## src/pkg/roc_pkg.sv

```systemverilog
// Behaviour
// - control bit 7 enables oscillator automatic gain control; resets to 0.
// - control bit 6 picks the mode: 0 self-oscillate, 1 crystal.
// - control bit 5 turns the bias doubling on (1) or off (0).
// - control bit 4 is read-only and shows 1 when amplitude suffices.
// - control bits 3:0 read zero and ignore writes.
// - load config bit 7 enables load capacitance stepping; resets to 0.
// - load config bit 6 is read-only, set once applied code equals target.
// - the ready bit reads 0 while the applied code is still stepping.
// - load config bits 5:4 read zero and ignore writes.
// - load config bits 3:0 hold the target load capacitance code.
// - writing 0xE7 to the pin register shorts the two crystal pins.
// - writing 0x67 to the pin register removes the short.
// - the three registers sit at indexes 0x05, 0x06 and 0x07.
package roc_pkg;

    // ****************************************
    // register map: index, byte address is index times four
    // ****************************************
    localparam logic [7:0] IDX_CTRL = 8'h05;
    localparam logic [7:0] IDX_LOAD = 8'h06;
    localparam logic [7:0] IDX_PIN = 8'h07;
    localparam logic [7:0] ADDR_CTRL = {IDX_CTRL[5:0], 2'b00};
    localparam logic [7:0] ADDR_LOAD = {IDX_LOAD[5:0], 2'b00};
    localparam logic [7:0] ADDR_PIN = {IDX_PIN[5:0], 2'b00};

    // ****************************************
    // fields and reset values
    // ****************************************
    localparam int CTRL_GAIN_BIT = 7;
    localparam int CTRL_MODE_BIT = 6;
    localparam int CTRL_BIAS_BIT = 5;
    localparam int CTRL_VALID_BIT = 4;
    localparam int LOAD_STEP_BIT = 7;
    localparam int LOAD_READY_BIT = 6;
    localparam int CAP_W = 4;
    localparam logic [CAP_W-1:0] CAP_TARGET_RST = 4'h0;
    localparam logic [7:0] PIN_SHORT_CODE = 8'hE7;
    localparam logic [7:0] PIN_OPEN_CODE = 8'h67;
    localparam logic [7:0] PIN_RST = 8'h67;

    // ****************************************
    // timing
    // ****************************************
    localparam int CLOCK_PERIOD_NS = 5;
    localparam int STEP_TIME_NS = 1000;
    localparam int STEP_CYCLES = STEP_TIME_NS / CLOCK_PERIOD_NS;
    localparam int TICK_W = 8;
    localparam logic [TICK_W-1:0] STEP_LAST = TICK_W'(STEP_CYCLES - 1);

    // ****************************************
    // carriers
    // ****************************************
    typedef struct packed {
        logic psel;
        logic penable;
        logic pwrite;
        logic [7:0] paddr;
        logic [31:0] pwdata;
    } roc_apb_req_t;

    typedef struct packed {
        logic pready;
        logic pslverr;
        logic [31:0] prdata;
    } roc_apb_rsp_t;

    typedef struct packed {
        logic gain_control_enable;
        logic crystal_mode_select;
        logic bias_double_enable;
        logic crystal_short;
        logic cap_ready;
        logic [3:0] cap_applied;
    } roc_osc_out_t;

    typedef enum logic [1:0] {
        BUS_IDLE = 2'b01,
        BUS_RESP = 2'b10
    } roc_bus_state_t;

endpackage

```

## src/logic/roc_cap_stepper.sv

```systemverilog
module roc_cap_stepper
    import roc_pkg::*;
(
    input wire logic clock,
    input wire logic rst_n,
    input wire logic cap_step_enable,
    input wire logic [CAP_W-1:0] cap_target_code,
    output logic [CAP_W-1:0] cap_applied,
    output logic cap_ready
);

    typedef struct packed {
        logic [TICK_W-1:0] tick;
        logic [CAP_W-1:0] applied;
        logic ready;
    } roc_step_state_t;

    roc_step_state_t s_q, s_d;

    always_comb begin
        s_d = s_q;
        s_d.tick = (s_q.tick == STEP_LAST) ? '0 : TICK_W'(s_q.tick + 1'b1);
        if (!cap_step_enable) begin
            s_d.applied = cap_target_code;
        end else if (s_q.tick == STEP_LAST) begin
            // one code per step period keeps the oscillator from losing lock
            if (s_q.applied < cap_target_code) begin
                s_d.applied = CAP_W'(s_q.applied + 1'b1);
            end else if (s_q.applied > cap_target_code) begin
                s_d.applied = CAP_W'(s_q.applied - 1'b1);
            end
        end
        s_d.ready = (s_d.applied == cap_target_code);
    end

    always_ff @(posedge clock or negedge rst_n) begin
        if (!rst_n) begin
            s_q <= '{tick: '0, applied: CAP_TARGET_RST, ready: 1'b1};
        end else begin
            s_q <= s_d;
        end
    end

    assign cap_applied = s_q.applied;
    assign cap_ready = s_q.ready;
endmodule // roc_cap_stepper

```

## src/logic/roc_pin_short.sv

```systemverilog
module roc_pin_short
    import roc_pkg::*;
(
    input wire logic clock,
    input wire logic rst_n,
    input wire logic wr_en,
    input wire logic [7:0] wr_data,
    output logic crystal_short
);

    typedef struct packed {
        logic shorted;
    } roc_pin_state_t;

    roc_pin_state_t s_q, s_d;

    always_comb begin
        s_d = s_q;
        if (wr_en && wr_data == PIN_SHORT_CODE) begin
            s_d.shorted = 1'b1;
        end else if (wr_en && wr_data == PIN_OPEN_CODE) begin
            s_d.shorted = 1'b0;
        end
    end

    always_ff @(posedge clock or negedge rst_n) begin
        if (!rst_n) begin
            s_q <= '{shorted: (PIN_RST == PIN_SHORT_CODE)};
        end else begin
            s_q <= s_d;
        end
    end

    assign crystal_short = s_q.shorted;
endmodule // roc_pin_short

```

## src/logic/roc_osc_regs.sv

```systemverilog
// Design decision made here: the APB interface to the registers.
module roc_osc_regs
    import roc_pkg::*;
(
    input wire logic clock,
    input wire logic rst_n,
    input wire roc_apb_req_t apb_req,
    output roc_apb_rsp_t apb_rsp,
    input wire logic amp_detect,
    output roc_osc_out_t osc_out
);

    // ****************************************
    // state
    // ****************************************
    typedef struct packed {
        roc_bus_state_t bus;
        logic pready;
        logic pslverr;
        logic [31:0] prdata;
        logic gain_control_enable;
        logic crystal_mode_select;
        logic bias_double_enable;
        logic amplitude_valid;
        logic cap_step_enable;
        logic [CAP_W-1:0] cap_target_code;
    } roc_main_state_t;

    localparam roc_main_state_t MAIN_RST = '{
        bus: BUS_IDLE,
        pready: 1'b0,
        pslverr: 1'b0,
        prdata: 32'h0000_0000,
        gain_control_enable: 1'b0,
        crystal_mode_select: 1'b0,
        bias_double_enable: 1'b0,
        amplitude_valid: 1'b0,
        cap_step_enable: 1'b0,
        cap_target_code: CAP_TARGET_RST
    };

    roc_main_state_t s_q, s_d;

    logic hit_ctrl;
    logic hit_load;
    logic hit_pin;
    logic hit_any;
    logic commit;
    logic wr_commit;
    logic pin_wr;
    logic [7:0] rd_byte;
    logic [CAP_W-1:0] cap_applied;
    logic cap_ready;
    logic crystal_short;

    // ****************************************
    // address decode
    // ****************************************
    always_comb begin
        hit_ctrl = 1'b0;
        hit_load = 1'b0;
        hit_pin = 1'b0;
        if (apb_req.paddr == ADDR_CTRL) begin
            hit_ctrl = 1'b1;
        end else if (apb_req.paddr == ADDR_LOAD) begin
            hit_load = 1'b1;
        end else if (apb_req.paddr == ADDR_PIN) begin
            hit_pin = 1'b1;
        end
    end

    assign hit_any = hit_ctrl | hit_load | hit_pin;
    // the master holds its request until it sees pready, so commit there
    assign commit = (s_q.bus == BUS_RESP) && apb_req.psel && apb_req.penable;
    assign wr_commit = commit && apb_req.pwrite;
    assign pin_wr = wr_commit && hit_pin;

    // ****************************************
    // read mux
    // ****************************************
    always_comb begin
        rd_byte = 8'h00;
        if (hit_ctrl) begin
            // low nibble stays zero
            rd_byte[CTRL_GAIN_BIT] = s_q.gain_control_enable;
            rd_byte[CTRL_MODE_BIT] = s_q.crystal_mode_select;
            rd_byte[CTRL_BIAS_BIT] = s_q.bias_double_enable;
            rd_byte[CTRL_VALID_BIT] = s_q.amplitude_valid;
        end else if (hit_load) begin
            // bits 5:4 stay zero
            rd_byte[LOAD_STEP_BIT] = s_q.cap_step_enable;
            rd_byte[LOAD_READY_BIT] = cap_ready;
            rd_byte[CAP_W-1:0] = s_q.cap_target_code;
        end
        // the pin register is write only and reads zero
    end

    // ****************************************
    // next state
    // ****************************************
    always_comb begin
        s_d = s_q;
        s_d.amplitude_valid = amp_detect;
        case (s_q.bus)
            BUS_IDLE: begin
                s_d.pready = 1'b0;
                s_d.pslverr = 1'b0;
                if (apb_req.psel && apb_req.penable) begin
                    // one wait state; read data is captured with pready
                    s_d.bus = BUS_RESP;
                    s_d.pready = 1'b1;
                    s_d.pslverr = !hit_any;
                    s_d.prdata = apb_req.pwrite ? 32'h0000_0000 : {24'h00_0000, rd_byte};
                end
            end
            BUS_RESP: begin
                s_d.bus = BUS_IDLE;
                s_d.pready = 1'b0;
                s_d.pslverr = 1'b0;
            end
            default: begin
                s_d.bus = BUS_IDLE;
                s_d.pready = 1'b0;
                s_d.pslverr = 1'b0;
            end
        endcase
        if (wr_commit && hit_ctrl) begin
            // bit 4 and the low nibble are not writable
            s_d.gain_control_enable = apb_req.pwdata[CTRL_GAIN_BIT];
            s_d.crystal_mode_select = apb_req.pwdata[CTRL_MODE_BIT];
            s_d.bias_double_enable = apb_req.pwdata[CTRL_BIAS_BIT];
        end
        if (wr_commit && hit_load) begin
            s_d.cap_step_enable = apb_req.pwdata[LOAD_STEP_BIT];
            s_d.cap_target_code = apb_req.pwdata[CAP_W-1:0];
        end
    end

    always_ff @(posedge clock or negedge rst_n) begin
        if (!rst_n) begin
            s_q <= MAIN_RST;
        end else begin
            s_q <= s_d;
        end
    end

    // ****************************************
    // sub blocks
    // ****************************************
    roc_cap_stepper u_stepper (
        .clock(clock),
        .rst_n(rst_n),
        .cap_step_enable(s_q.cap_step_enable),
        .cap_target_code(s_q.cap_target_code),
        .cap_applied(cap_applied),
        .cap_ready(cap_ready)
    );

    roc_pin_short u_pin (
        .clock(clock),
        .rst_n(rst_n),
        .wr_en(pin_wr),
        .wr_data(apb_req.pwdata[7:0]),
        .crystal_short(crystal_short)
    );

    // ****************************************
    // outputs
    // ****************************************
    assign apb_rsp.pready = s_q.pready;
    assign apb_rsp.pslverr = s_q.pslverr;
    assign apb_rsp.prdata = s_q.prdata;
    assign osc_out.gain_control_enable = s_q.gain_control_enable;
    assign osc_out.crystal_mode_select = s_q.crystal_mode_select;
    assign osc_out.bias_double_enable = s_q.bias_double_enable;
    assign osc_out.crystal_short = crystal_short;
    assign osc_out.cap_ready = cap_ready;
    assign osc_out.cap_applied = cap_applied;
endmodule // roc_osc_regs

```

## config.mk

```make
export PLATFORM = sky130hd
export DESIGN_NAME = roc_osc_regs
export DESIGN_NICKNAME = d
export VERILOG_FILES = /design/src/pkg/roc_pkg.sv /design/src/logic/roc_cap_stepper.sv /design/src/logic/roc_pin_short.sv /design/src/logic/roc_osc_regs.sv
export SDC_FILE = /design/constraint.sdc
export NUM_CORES = 1
export LEC_CHECK = 0
export ABC_AREA = 0
export BUFFER_PORTS_ARGS = -buffer_cell sky130_fd_sc_hd__buf_2
export CAP_MARGIN = 20
export CELL_PAD_IN_SITES_DETAIL_PLACEMENT = 1
export CELL_PAD_IN_SITES_GLOBAL_PLACEMENT = 1
export CORE_MARGIN = 5
export CORE_UTILIZATION = 33
export DETAILED_ROUTE_END_ITERATION = 8
export PLACE_DENSITY = 0.81
export SYNTH_ARGS = -nofsm -noshare
export SYNTH_HDL_FRONTEND = slang
export SYNTH_HIERARCHICAL = 1
export SYNTH_SLANG_ARGS = --single-unit
```

## constraint.sdc

```tcl
create_clock -name clock -period 2.1 [get_ports clock]
set_clock_uncertainty 0.05 [all_clocks]
set_input_delay 0.21 -clock clock [delete_from_list [all_inputs] [get_ports clock]]
set_output_delay 0.21 -clock clock [all_outputs]
set_load 0.02 [all_outputs]
```

* Yosys cells after proc, flatten, opt, wreduce, memory -nomap -nowiden
Cells that the tools add are included.
Word-level totals: register bits 59, bits of input ports 46, output and inout bits 43, word-level logic and storage cells 64
Cells by class: add/subtract/negate cells 3, magnitude comparators 2, equal/unequal tests 10, multiplexer cells 21, bitwise logic cells 2, reductions and logical operators 12
Operators by type and width (count):
- $mux 36 | 1
- $mux 4 | 7
- $eq 8x5->1 const B | 3
- $eq 8x8->1 const B | 2
- $mux 8 | 2
- $logic_and 1x1->1 | 9
- $add 8x1->8 const B | 1
- $eq 8x7->1 const B | 1
- $mux 1 | 8
- $mux 2 | 3
- $add 4x1->4 const B | 1
- $eq 4x4->1 | 1
- $gt 4x4->1 | 1
- $lt 4x4->1 | 1
- $sub 4x1->4 const B | 1
- $eq 2x1->1 const B | 1
- $eq 2x2->1 const B | 1
- $ne 2x2->1 const B | 1
- $or 1x1->1 | 2
- $reduce_and 2->1 | 1
- $reduce_bool 2->1 | 1
- $logic_not 1->1 | 1

* Depth between registers and ports, before layout
Gate-level depths: netlist of run 1.
word-level depth 8, gate-level depth with buffers 8, depth with buffers taken out 8

* Modules after synthesis
Netlist of run 1, hierarchy kept.
By module, submodules not included:
- roc_osc_regs | times used 1, cells each 100, area each 1201.2 µm², sequential area each 526.8 µm²
- roc_cap_stepper | times used 1, cells each 92, area each 958.4 µm², sequential area each 326.6 µm²
- roc_pin_short | times used 1, cells each 5, area each 57.6 µm², sequential area each 25.0 µm²

* Worst setup path after synthesis of run 1
OpenSTA, ideal clock, no wires.
path type register to register, start point reg u_stepper.s_q (netlist bit u_stepper/cap_applied[1]), end point reg u_stepper.s_q (netlist bit u_stepper/cap_ready), setup time 0.097 ns, data arrival time 1.885 ns, data required time 1.953 ns, slack 0.068 ns, stages on the path, launching flop included 8, path buffers 0, clock period less this slack 2.032 ns, cell sequence dfrtp_1 ha_1 nor2b_1 o211ai_1 nand2_1 mux2_2 xnor3_1 o41ai_2
RTL lines:
- start, declared | line roc_cap_stepper.sv:18 | roc_step_state_t s_q, s_d;
- start signal, assigned | line roc_cap_stepper.sv:38 | s_q <= '{tick: '0, applied: CAP_TARGET_RST, ready: 1'b1};

==> impl_metrics.prom, run 1 <==
# TYPE chip_impl_metric gauge
chip_impl_metric{name="max_slew_headroom",unit=""} 0.473
chip_impl_metric{name="cts_sinks",unit=""} 35
chip_impl_metric{name="die_area",unit="mm^2"} 0.00846
chip_impl_info{name="critical_path.slowest_cell",value="sky130_fd_sc_hd__dfrtp_1"} 1
chip_impl_metric{name="postSynthAreaPerCell",unit="um^2"} 11.3
chip_impl_metric{name="grt_pass1_wl",unit="um"} 9000
chip_impl_info{name="hold_start",value="apb_req[3]"} 1
chip_impl_metric{name="fin_tns_setup",unit="ps"} -307
chip_impl_metric{name="hold_path_depth",unit=""} 2
chip_impl_info{name="critical_path.reg2reg.endpoint",value="u_stepper/cap_ready$_DFF_PN1_"} 1
chip_impl_info{name="launch_instance_of_the_worst_register_to_register_path",value="s_q[1]$_DFFE_PN0P_"} 1
chip_impl_metric{name="first_global_vias",unit=""} 1734
chip_impl_metric{name="rrSetupSlack",unit="ps"} -230
chip_impl_metric{name="finalCritPeriodShare",unit=""} 1.11
chip_impl_metric{name="path_max_fanout",unit=""} 3
chip_impl_metric{name="place_congestion",unit=""} 0.814
chip_impl_info{name="clockRootBuffer",value="sky130_fd_sc_hd__clkbuf_8"} 1
chip_impl_metric{name="detailroute.via_count",unit=""} 1565
chip_impl_metric{name="max-vdd-ir-drop",unit="uV"} 233
chip_impl_metric{name="num-nets-final",unit=""} 301
chip_impl_metric{name="final_antenna_net_count",unit=""} 0
chip_impl_metric{name="grt_use_total",unit=""} 0.134
chip_impl_metric{name="cp_slowest_stage_delay",unit="ps"} 400
chip_impl_metric{name="floorplan.initialDensity",unit=""} 0.343
chip_impl_metric{name="antenna_found_initial",unit=""} 0
chip_impl_info{name="worst_setup_path_start_kind",value="flop"} 1
chip_impl_metric{name="flow.area_growth_from_synthesis",unit="%"} 19.0
chip_impl_metric{name="worst_setup_hold_path_clk_slew",unit="ps"} 80
chip_impl_metric{name="cp.arrival",unit="ps"} 2470
chip_impl_metric{name="top_level_ports",unit=""} 89
chip_impl_metric{name="placement_rows",unit=""} 29
chip_impl_metric{name="tritoncts.num_buffers",unit=""} 5
chip_impl_metric{name="synthCells",unit=""} 197
chip_impl_metric{name="final_period_minus_worst_setup_slack",unit="ps"} 2330
chip_impl_metric{name="max_capacitance_violation_total",unit=""} 0
chip_impl_metric{name="cp_num_buf_inv",unit=""} 2
chip_impl_metric{name="dp_slack",unit="ps"} -174
chip_impl_metric{name="core_region_area",unit="mm^2"} 0.00646
chip_impl_metric{name="syn-cell-area",unit="mm^2"} 0.00222
chip_impl_metric{name="drt-pass1-iter-count",unit=""} 4
chip_impl_info{name="cp-startpoint",value="s_q[1]$_DFFE_PN0P_"} 1
chip_impl_metric{name="drt-initial-drc-count",unit=""} 49
chip_impl_metric{name="yosysWarnings",unit=""} 6
chip_impl_metric{name="dp.final_hpwl",unit="um"} 4120
chip_impl_metric{name="antenna_cells",unit=""} 0
chip_impl_info{name="end_kind",value="flop"} 1
chip_impl_info{name="cts_tree",value="done"} 1
chip_impl_metric{name="number_of_flip_flops_and_latches_in_the_synthesized_netlist",unit=""} 35
chip_impl_info{name="rsz_0062_raised_after_global_routing",value="true"} 1
chip_impl_metric{name="worst_setup_slack_after_layout",unit="ps"} -232
chip_impl_metric{name="power_density",unit="mW/mm^2"} 537
chip_impl_metric{name="tightestPinTransition",unit="ps"} 790
chip_impl_metric{name="drt-vias-per-instance",unit=""} 4.80
chip_impl_info{name="hold_class",value="in2reg"} 1
chip_impl_metric{name="setup_viol",unit=""} 3
chip_impl_metric{name="drive_above_1_share",unit=""} 0.442
chip_impl_info{name="critical_path_cell_sequence",value="inv_2 -> ha_4 -> nor2b_4 -> o211ai_1 -> nand2_2 -> buf_6 -> mux2i_4 -> xnor2_2 -> o41ai_4"} 1
chip_impl_metric{name="drt-wirelength-per-cell",unit="um"} 17.9
chip_impl_metric{name="cellLeakagePower",unit="nW"} 1.34
chip_impl_info{name="synth-main-ff-cell",value="sky130_fd_sc_hd__dfrtp_1"} 1
chip_impl_metric{name="floorplan.die.width",unit="um"} 92.0
chip_impl_metric{name="highest_clock_rate",unit="MHz"} 429
chip_impl_metric{name="die_y",unit="um"} 92.0
chip_impl_metric{name="ys_types",unit=""} 51
chip_impl_metric{name="clock_insertion_delay_worst_skew",unit="ps"} 300
chip_impl_metric{name="sequential_share_of_the_synthesized_area",unit=""} 0.396
chip_impl_metric{name="finalWirelength",unit="um"} 5830
chip_impl_metric{name="largest_net_degree_at_the_start_of_global_routing",unit=""} 36
chip_impl_info{name="timing.critical_path.max_delay_family",value="compound AO/OA/AOI/OAI gates"} 1
chip_impl_info{name="run_status",value="finished with violations"} 1
chip_impl_metric{name="count_of_flip_flops_with_a_built_in_enable_after_synthesis",unit=""} 0
chip_impl_info{name="kind_of_critical_path",value="reg2reg"} 1
chip_impl_metric{name="postLayoutCoreUtil",unit=""} 0.409
chip_impl_metric{name="clock_tree_buffer_depth",unit=""} 2
chip_impl_info{name="worstHoldEndpoint",value="s_q[3]$_DFFE_PN0P_"} 1
chip_impl_metric{name="gr-total-overflow",unit=""} 0
chip_impl_metric{name="cts_htree_levels",unit=""} 2
chip_impl_metric{name="ff2ff_path_depth",unit=""} 9
chip_impl_metric{name="placement.io_buffers",unit=""} 40
chip_impl_metric{name="drc_violations",unit=""} 0
chip_impl_metric{name="slew_viol_final",unit=""} 0
chip_impl_metric{name="crit_required",unit="ps"} 2230
chip_impl_info{name="failed_checks",value="negative setup slack"} 1
chip_impl_metric{name="final_hold_vio_count",unit=""} 0
chip_impl_metric{name="postSynth.asyncResetShare",unit=""} 1.00
[synth_stat cells (3+ instances only)]
library cell / instances / area [um^2]
sky130_fd_sc_hd__buf_4: 43 / 323
sky130_fd_sc_hd__dfrtp_1: 33 / 826
sky130_fd_sc_hd__nand2_1: 10 / 37.5
sky130_fd_sc_hd__nor2_1: 9 / 33.8
sky130_fd_sc_hd__inv_1: 8 / 30.0
sky130_fd_sc_hd__mux2_4: 8 / 120
sky130_fd_sc_hd__a21oi_1: 7 / 35.0
sky130_fd_sc_hd__ha_1: 7 / 87.6
sky130_fd_sc_hd__a22o_1: 6 / 52.6
sky130_fd_sc_hd__xnor2_1: 6 / 52.6
sky130_fd_sc_hd__nand3_1: 5 / 25.0
sky130_fd_sc_hd__xor2_1: 5 / 43.8
sky130_fd_sc_hd__nand4_1: 4 / 25.0
sky130_fd_sc_hd__nand4b_1: 3 / 26.3
[cells in the final DEF (no fill, tap or decap), types with 2 or more instances in the layout]
cell / netlist / routed
sky130_fd_sc_hd__a21oi_1: 7 / 5
sky130_fd_sc_hd__nand3_1: 5 / 5
sky130_fd_sc_hd__dfstp_2: 2 / 2
sky130_fd_sc_hd__nor3_1: 2 / 2
sky130_fd_sc_hd__inv_1: 8 / 7
sky130_fd_sc_hd__a21oi_2: 0 / 2
sky130_fd_sc_hd__nand2_1: 10 / 9
sky130_fd_sc_hd__nand2_2: 1 / 2
sky130_fd_sc_hd__nand4_1: 4 / 4
sky130_fd_sc_hd__buf_2: 0 / 40
sky130_fd_sc_hd__nor2_1: 9 / 9
sky130_fd_sc_hd__nor4_4: 2 / 2
sky130_fd_sc_hd__clkbuf_8: 0 / 5
sky130_fd_sc_hd__dfrtp_1: 33 / 33
sky130_fd_sc_hd__ha_1: 7 / 6
sky130_fd_sc_hd__buf_4: 43 / 24
sky130_fd_sc_hd__nor2_2: 2 / 2
sky130_fd_sc_hd__dlygate4sd3_1: 0 / 2
sky130_fd_sc_hd__a22o_1: 6 / 6
sky130_fd_sc_hd__xor2_1: 5 / 4
sky130_fd_sc_hd__a22oi_1: 2 / 2
sky130_fd_sc_hd__xnor2_1: 6 / 5
sky130_fd_sc_hd__conb_1: 1 / 24
sky130_fd_sc_hd__nand4b_1: 3 / 3
sky130_fd_sc_hd__mux2_4: 8 / 9
[state kept, by name, summed over array words and instances, names as in the netlist]
register and count:
apb_rsp 10, u_stepper/s_q 8, u_stepper/cap_applied 4, u_stepper/cap_ready 1
osc_out 3, s_q 8, u_pin/crystal_short 1
[where the power goes]
group	internal [mW]	leakage, nW	switching [mW]
registers	0.680	0.463	0.00301
clock network	0.353	0.0581	0.267
logic	0.0289	0.814	0.0835
[cells by family (layout without fill, tap and decap cells)]
group	after synthesis	after routing	synth area share
AO/OA/AOI/OAI	22	22	0.0779
multiplexers	12	12	0.0790
adder cells (fa/ha/maj)	7	7	0.0395
buffers and inverters	54	83	0.169
flip-flops	35	35	0.396
XOR/XNOR	13	13	0.0660
AND/OR/NAND/NOR	53	53	0.170
other	1	24	0.00169
[final cells by class]
cell class	count	area, um^2
clock buffers	5	68.8
clock inverters	3	43.8
fillers	716	3820
inverters	8	30.0
multi-input cells	131	1110
flip-flops and latches	35	878
well taps	77	96.3
repair buffers	67	412
[timing repair]
action,CTS,global route
resized for setup,5,6
endpoints found under the hold margin,34,0
pin swaps,3,6
setup endpoints to repair,2,3
hold buffers,2,0
cloned,0,0
buffers inserted,4,4
[metrics by stage]
| step | hold WS [ps] | area [um^2] | instances | power (mW) |
|---|---|---|---|---|
| 5_1_grt | 115 | 2640 | 326 | 1.46 |
| 2_1_floorplan | -136 | 2300 | 220 | 0.791 |
| 3_3_place_gp | 268 | 2380 | 308 | 0.799 |
| 4_1_cts | 107 | 2570 | 322 | 1.43 |
| 3_5_place_dp | 281 | 2380 | 308 | 0.803 |
| 6_report | 114 | 2640 | 326 | 1.42 |
[worst max path at each step]
stage / depth (start not counted) / endpoint / slack, ps
after floorplan: 7 / u_stepper/cap_ready$_DFF_PN1_ / 70
after global placement: 7 / u_pin/crystal_short$_DFFE_PN0P_ / -6
after detailed placement: 8 / u_stepper/cap_ready$_DFF_PN1_ / -170
after CTS: 8 / u_stepper/cap_ready$_DFF_PN1_ / -200
after global routing: 9 / u_stepper/cap_ready$_DFF_PN1_ / -260
final: 9 / u_stepper/cap_ready$_DFF_PN1_ / -230
[worst reg2reg max path, cell delays in order (launching register included)]
cell	delay, ps
sky130_fd_sc_hd__dfrtp_1	400
sky130_fd_sc_hd__inv_2	90
sky130_fd_sc_hd__ha_4	200
sky130_fd_sc_hd__nor2b_4	120
sky130_fd_sc_hd__o211ai_1	310
sky130_fd_sc_hd__nand2_2	150
sky130_fd_sc_hd__buf_6	150
sky130_fd_sc_hd__mux2i_4	200
sky130_fd_sc_hd__xnor2_2	180
sky130_fd_sc_hd__o41ai_4	360
[routing by layer]
layer / up-vias / wire length, um / track usage
li1: 717 / - / -
met1: 787 / 2310 / 0.158
met2: 52 / 3170 / 0.237
met3: 9 / 253 / 0.0229
met4: 0 / 98 / 0.0656
met5: - / 0 / 0
Power figures use the tool's default switching activity.
==> inputs of run 2 (changes only) <==
- RECOVER_POWER: default -> 50
==> impl_metrics.prom, run 2 (synthesis results as in run 1) <==
# TYPE chip_impl_metric gauge
chip_impl_info{name="run_status",value="finished with violations"} 1
chip_impl_info{name="failed_checks",value="negative setup slack"} 1
chip_impl_metric{name="rrSetupSlack",unit="ps"} -230
chip_impl_metric{name="grt_use_total",unit=""} 0.134
chip_impl_metric{name="drive_above_1_share",unit=""} 0.378
chip_impl_metric{name="met3_length",unit="um"} 236
chip_impl_metric{name="largest_net_degree_at_the_start_of_global_routing",unit=""} 36
chip_impl_metric{name="drt-vias-per-instance",unit=""} 4.90
chip_impl_info{name="cp-endpoint",value="u_stepper/cap_ready$_DFF_PN1_"} 1
chip_impl_metric{name="post_route_m1_wl",unit="um"} 2310
chip_impl_metric{name="max_slew_headroom",unit=""} 0.415
chip_impl_metric{name="drc_violations",unit=""} 0
chip_impl_metric{name="largest_reg_flops",unit=""} 10
chip_impl_metric{name="final_antenna_net_count",unit=""} 0
chip_impl_metric{name="final_hold_vio_count",unit=""} 0
chip_impl_metric{name="clock_tree_buffer_depth",unit=""} 2
chip_impl_metric{name="placement.io_buffers",unit=""} 40
chip_impl_metric{name="final_period_minus_worst_setup_slack",unit="ps"} 2330
chip_impl_metric{name="crit_required",unit="ps"} 2230
chip_impl_metric{name="instances_no_fill",unit=""} 326
chip_impl_info{name="rsz_0062_raised_after_global_routing",value="true"} 1
chip_impl_metric{name="detailroute.via_count",unit=""} 1596
chip_impl_info{name="hold_class",value="in2reg"} 1
chip_impl_info{name="timing.critical_path.max_delay_family",value="compound AO/OA/AOI/OAI gates"} 1
chip_impl_metric{name="gr-total-overflow",unit=""} 0
chip_impl_metric{name="ff2ff_path_depth",unit=""} 9
chip_impl_metric{name="clock_insertion_delay_worst_skew",unit="ps"} 300
chip_impl_metric{name="tightestPinTransition",unit="ps"} 877
chip_impl_metric{name="floorplan.initialDensity",unit=""} 0.343
chip_impl_info{name="hold_start",value="apb_req[3]"} 1
chip_impl_metric{name="cp_slowest_stage_delay",unit="ps"} 400
chip_impl_metric{name="worst_setup_slack_after_layout",unit="ps"} -233
chip_impl_info{name="critical_path.reg2reg.endpoint",value="u_stepper/cap_ready$_DFF_PN1_"} 1
chip_impl_info{name="cts_tree",value="done"} 1
chip_impl_metric{name="finalWirelength",unit="um"} 5820
chip_impl_metric{name="power_density",unit="mW/mm^2"} 542
chip_impl_metric{name="antenna_cells",unit=""} 0
chip_impl_metric{name="cellLeakagePower",unit="nW"} 1.27
chip_impl_info{name="maxUsedRoutingLayer",value="met4"} 1
chip_impl_info{name="critical_path_cell_sequence",value="inv_2 -> ha_4 -> nor2b_4 -> o211ai_1 -> nand2_2 -> buf_6 -> mux2i_4 -> xnor2_2 -> o41ai_4"} 1
chip_impl_metric{name="core_region_area",unit="mm^2"} 0.00646
chip_impl_metric{name="die_area",unit="mm^2"} 0.00846
chip_impl_metric{name="total_non_filler_cell_area_in_the_finished_layout",unit="mm^2"} 0.00261
chip_impl_metric{name="worst_setup_hold_path_clk_slew",unit="ps"} 80
chip_impl_info{name="launch_instance_of_the_worst_register_to_register_path",value="s_q[1]$_DFFE_PN0P_"} 1
chip_impl_metric{name="antenna_found_initial",unit=""} 0
chip_impl_metric{name="drt-pass1-iter-count",unit=""} 4
chip_impl_metric{name="grt_pass1_wl",unit="um"} 9000
chip_impl_metric{name="cp_num_buf_inv",unit=""} 2
chip_impl_info{name="critical_path.slowest_cell",value="sky130_fd_sc_hd__dfrtp_1"} 1
chip_impl_info{name="layout.cells.most_common",value="sky130_fd_sc_hd__dfrtp_1"} 1
chip_impl_metric{name="max_capacitance_violation_total",unit=""} 0
chip_impl_metric{name="placement_rows",unit=""} 29
chip_impl_metric{name="dpl_cell_area",unit="mm^2"} 0.00238
chip_impl_metric{name="drt-wirelength-per-cell",unit="um"} 17.8
chip_impl_info{name="cp-startpoint",value="s_q[1]$_DFFE_PN0P_"} 1
chip_impl_info{name="clockRootBuffer",value="sky130_fd_sc_hd__clkbuf_8"} 1
chip_impl_metric{name="die_y",unit="um"} 92.0
chip_impl_metric{name="cell_depth_of_the_worst_setup_path",unit=""} 9
chip_impl_metric{name="setup_viol",unit=""} 3
chip_impl_info{name="worst_setup_path_start_kind",value="flop"} 1
chip_impl_metric{name="cp.arrival",unit="ps"} 2470
chip_impl_metric{name="drt-initial-drc-count",unit=""} 35
chip_impl_metric{name="cts_htree_levels",unit=""} 2
chip_impl_metric{name="path_max_fanout",unit=""} 3
chip_impl_metric{name="floorplan.die.width",unit="um"} 92.0
chip_impl_metric{name="place_congestion",unit=""} 0.814
chip_impl_metric{name="finalCritPeriodShare",unit=""} 1.11
chip_impl_metric{name="flow.area_growth_from_synthesis",unit="%"} 17.9
chip_impl_metric{name="max-vdd-ir-drop",unit="uV"} 230
chip_impl_metric{name="top_level_ports",unit=""} 89
chip_impl_metric{name="slew_viol_final",unit=""} 0
chip_impl_metric{name="cts_sinks",unit=""} 35
chip_impl_info{name="kind_of_critical_path",value="reg2reg"} 1
chip_impl_metric{name="fill_cells",unit=""} 720
chip_impl_metric{name="dp.final_hpwl",unit="um"} 4120
chip_impl_metric{name="num-nets-final",unit=""} 301
chip_impl_metric{name="tritoncts.num_buffers",unit=""} 5
chip_impl_metric{name="wl_met2",unit="um"} 3100
chip_impl_info{name="end_kind",value="flop"} 1
chip_impl_metric{name="first_global_vias",unit=""} 1734
chip_impl_metric{name="highest_clock_rate",unit="MHz"} 429
chip_impl_info{name="most_frequent_cells_in_the_layout",value="sky130_fd_sc_hd__dfrtp_1 (33), sky130_fd_sc_hd__buf_2 (25), sky130_fd_sc_hd__conb_1 (24)"} 1
chip_impl_metric{name="placed_cells",unit=""} 308
run 2: cell count changes in the layout (fill, tap and decap cells not counted):
| cell | delta |
|---|---|
| sky130_fd_sc_hd__buf_4 | -2 |
| sky130_fd_sc_hd__clkbuf_1 | +16 |
| sky130_fd_sc_hd__clkbuf_2 | +1 |
| sky130_fd_sc_hd__buf_2 | -15 |
run 2: power breakdown:
| group | total (mW) | internal [mW] | switching [mW] | leakage, nW |
|---|---|---|---|---|
| Sequential | 0.683 | 0.680 | 0.00307 | 0.463 |
| Combinational | 0.111 | 0.0272 | 0.0835 | 0.746 |
| Clock | 0.622 | 0.353 | 0.268 | 0.0581 |
run 2: cell type report:
type	instances	area, um^2	area share
multi-input cells	131	1110	0.425
flip-flops and latches	35	878	0.336
repair buffers	67	387	0.148
well taps	77	96.3	0.0369
clock buffers	5	68.8	0.0263
clock inverters	3	43.8	0.0168
inverters	8	30.0	0.0115
run 2: worst min-delay path by stage:
stage	slack (ps)	endpoint	depth (start not counted)
after global routing	120	s_q[3]$_DFFE_PN0P_	2
final	110	s_q[3]$_DFFE_PN0P_	2
after detailed placement	280	s_q[5]$_DFF_PN0_	1
after CTS	110	osc_out[7]$_DFFE_PN0P_	2
after floorplan	-140	apb_rsp[0]$_DFFE_PN0P_	0
after global placement	270	apb_rsp[33]$_DFF_PN0_	1
run 2: metrics by stage:
stage	setup TNS (ps)	setup WS [ps]	utilization	total power, mW	hold WS, ps
detailed placement	-277	-174	0.369	0.803	281
CTS	-201	-201	0.398	1.43	107
global placement	-6.40	-6.40	0.369	0.799	268
finish	-304	-233	0.405	1.42	115
floorplan	0	67.9	-	0.791	-136
global route	-456	-264	0.405	1.46	115
run 2: metal layers:
| layer | vias to the layer above | track usage |
|---|---|---|
| met5 | - | 0 |
| met4 | 0 | 0.0656 |
| met3 | 21 | 0.0229 |
| met2 | 59 | 0.237 |
| met1 | 800 | 0.158 |
| li1 | 716 | - |
run 2: timing repair:
item,4_1_cts,5_1_grt
gates resized for setup,5,6
pin swaps,3,6
endpoints found under the hold margin,34,0
buffers inserted,4,4
hold buffers,2,0
setup endpoints to repair,2,3
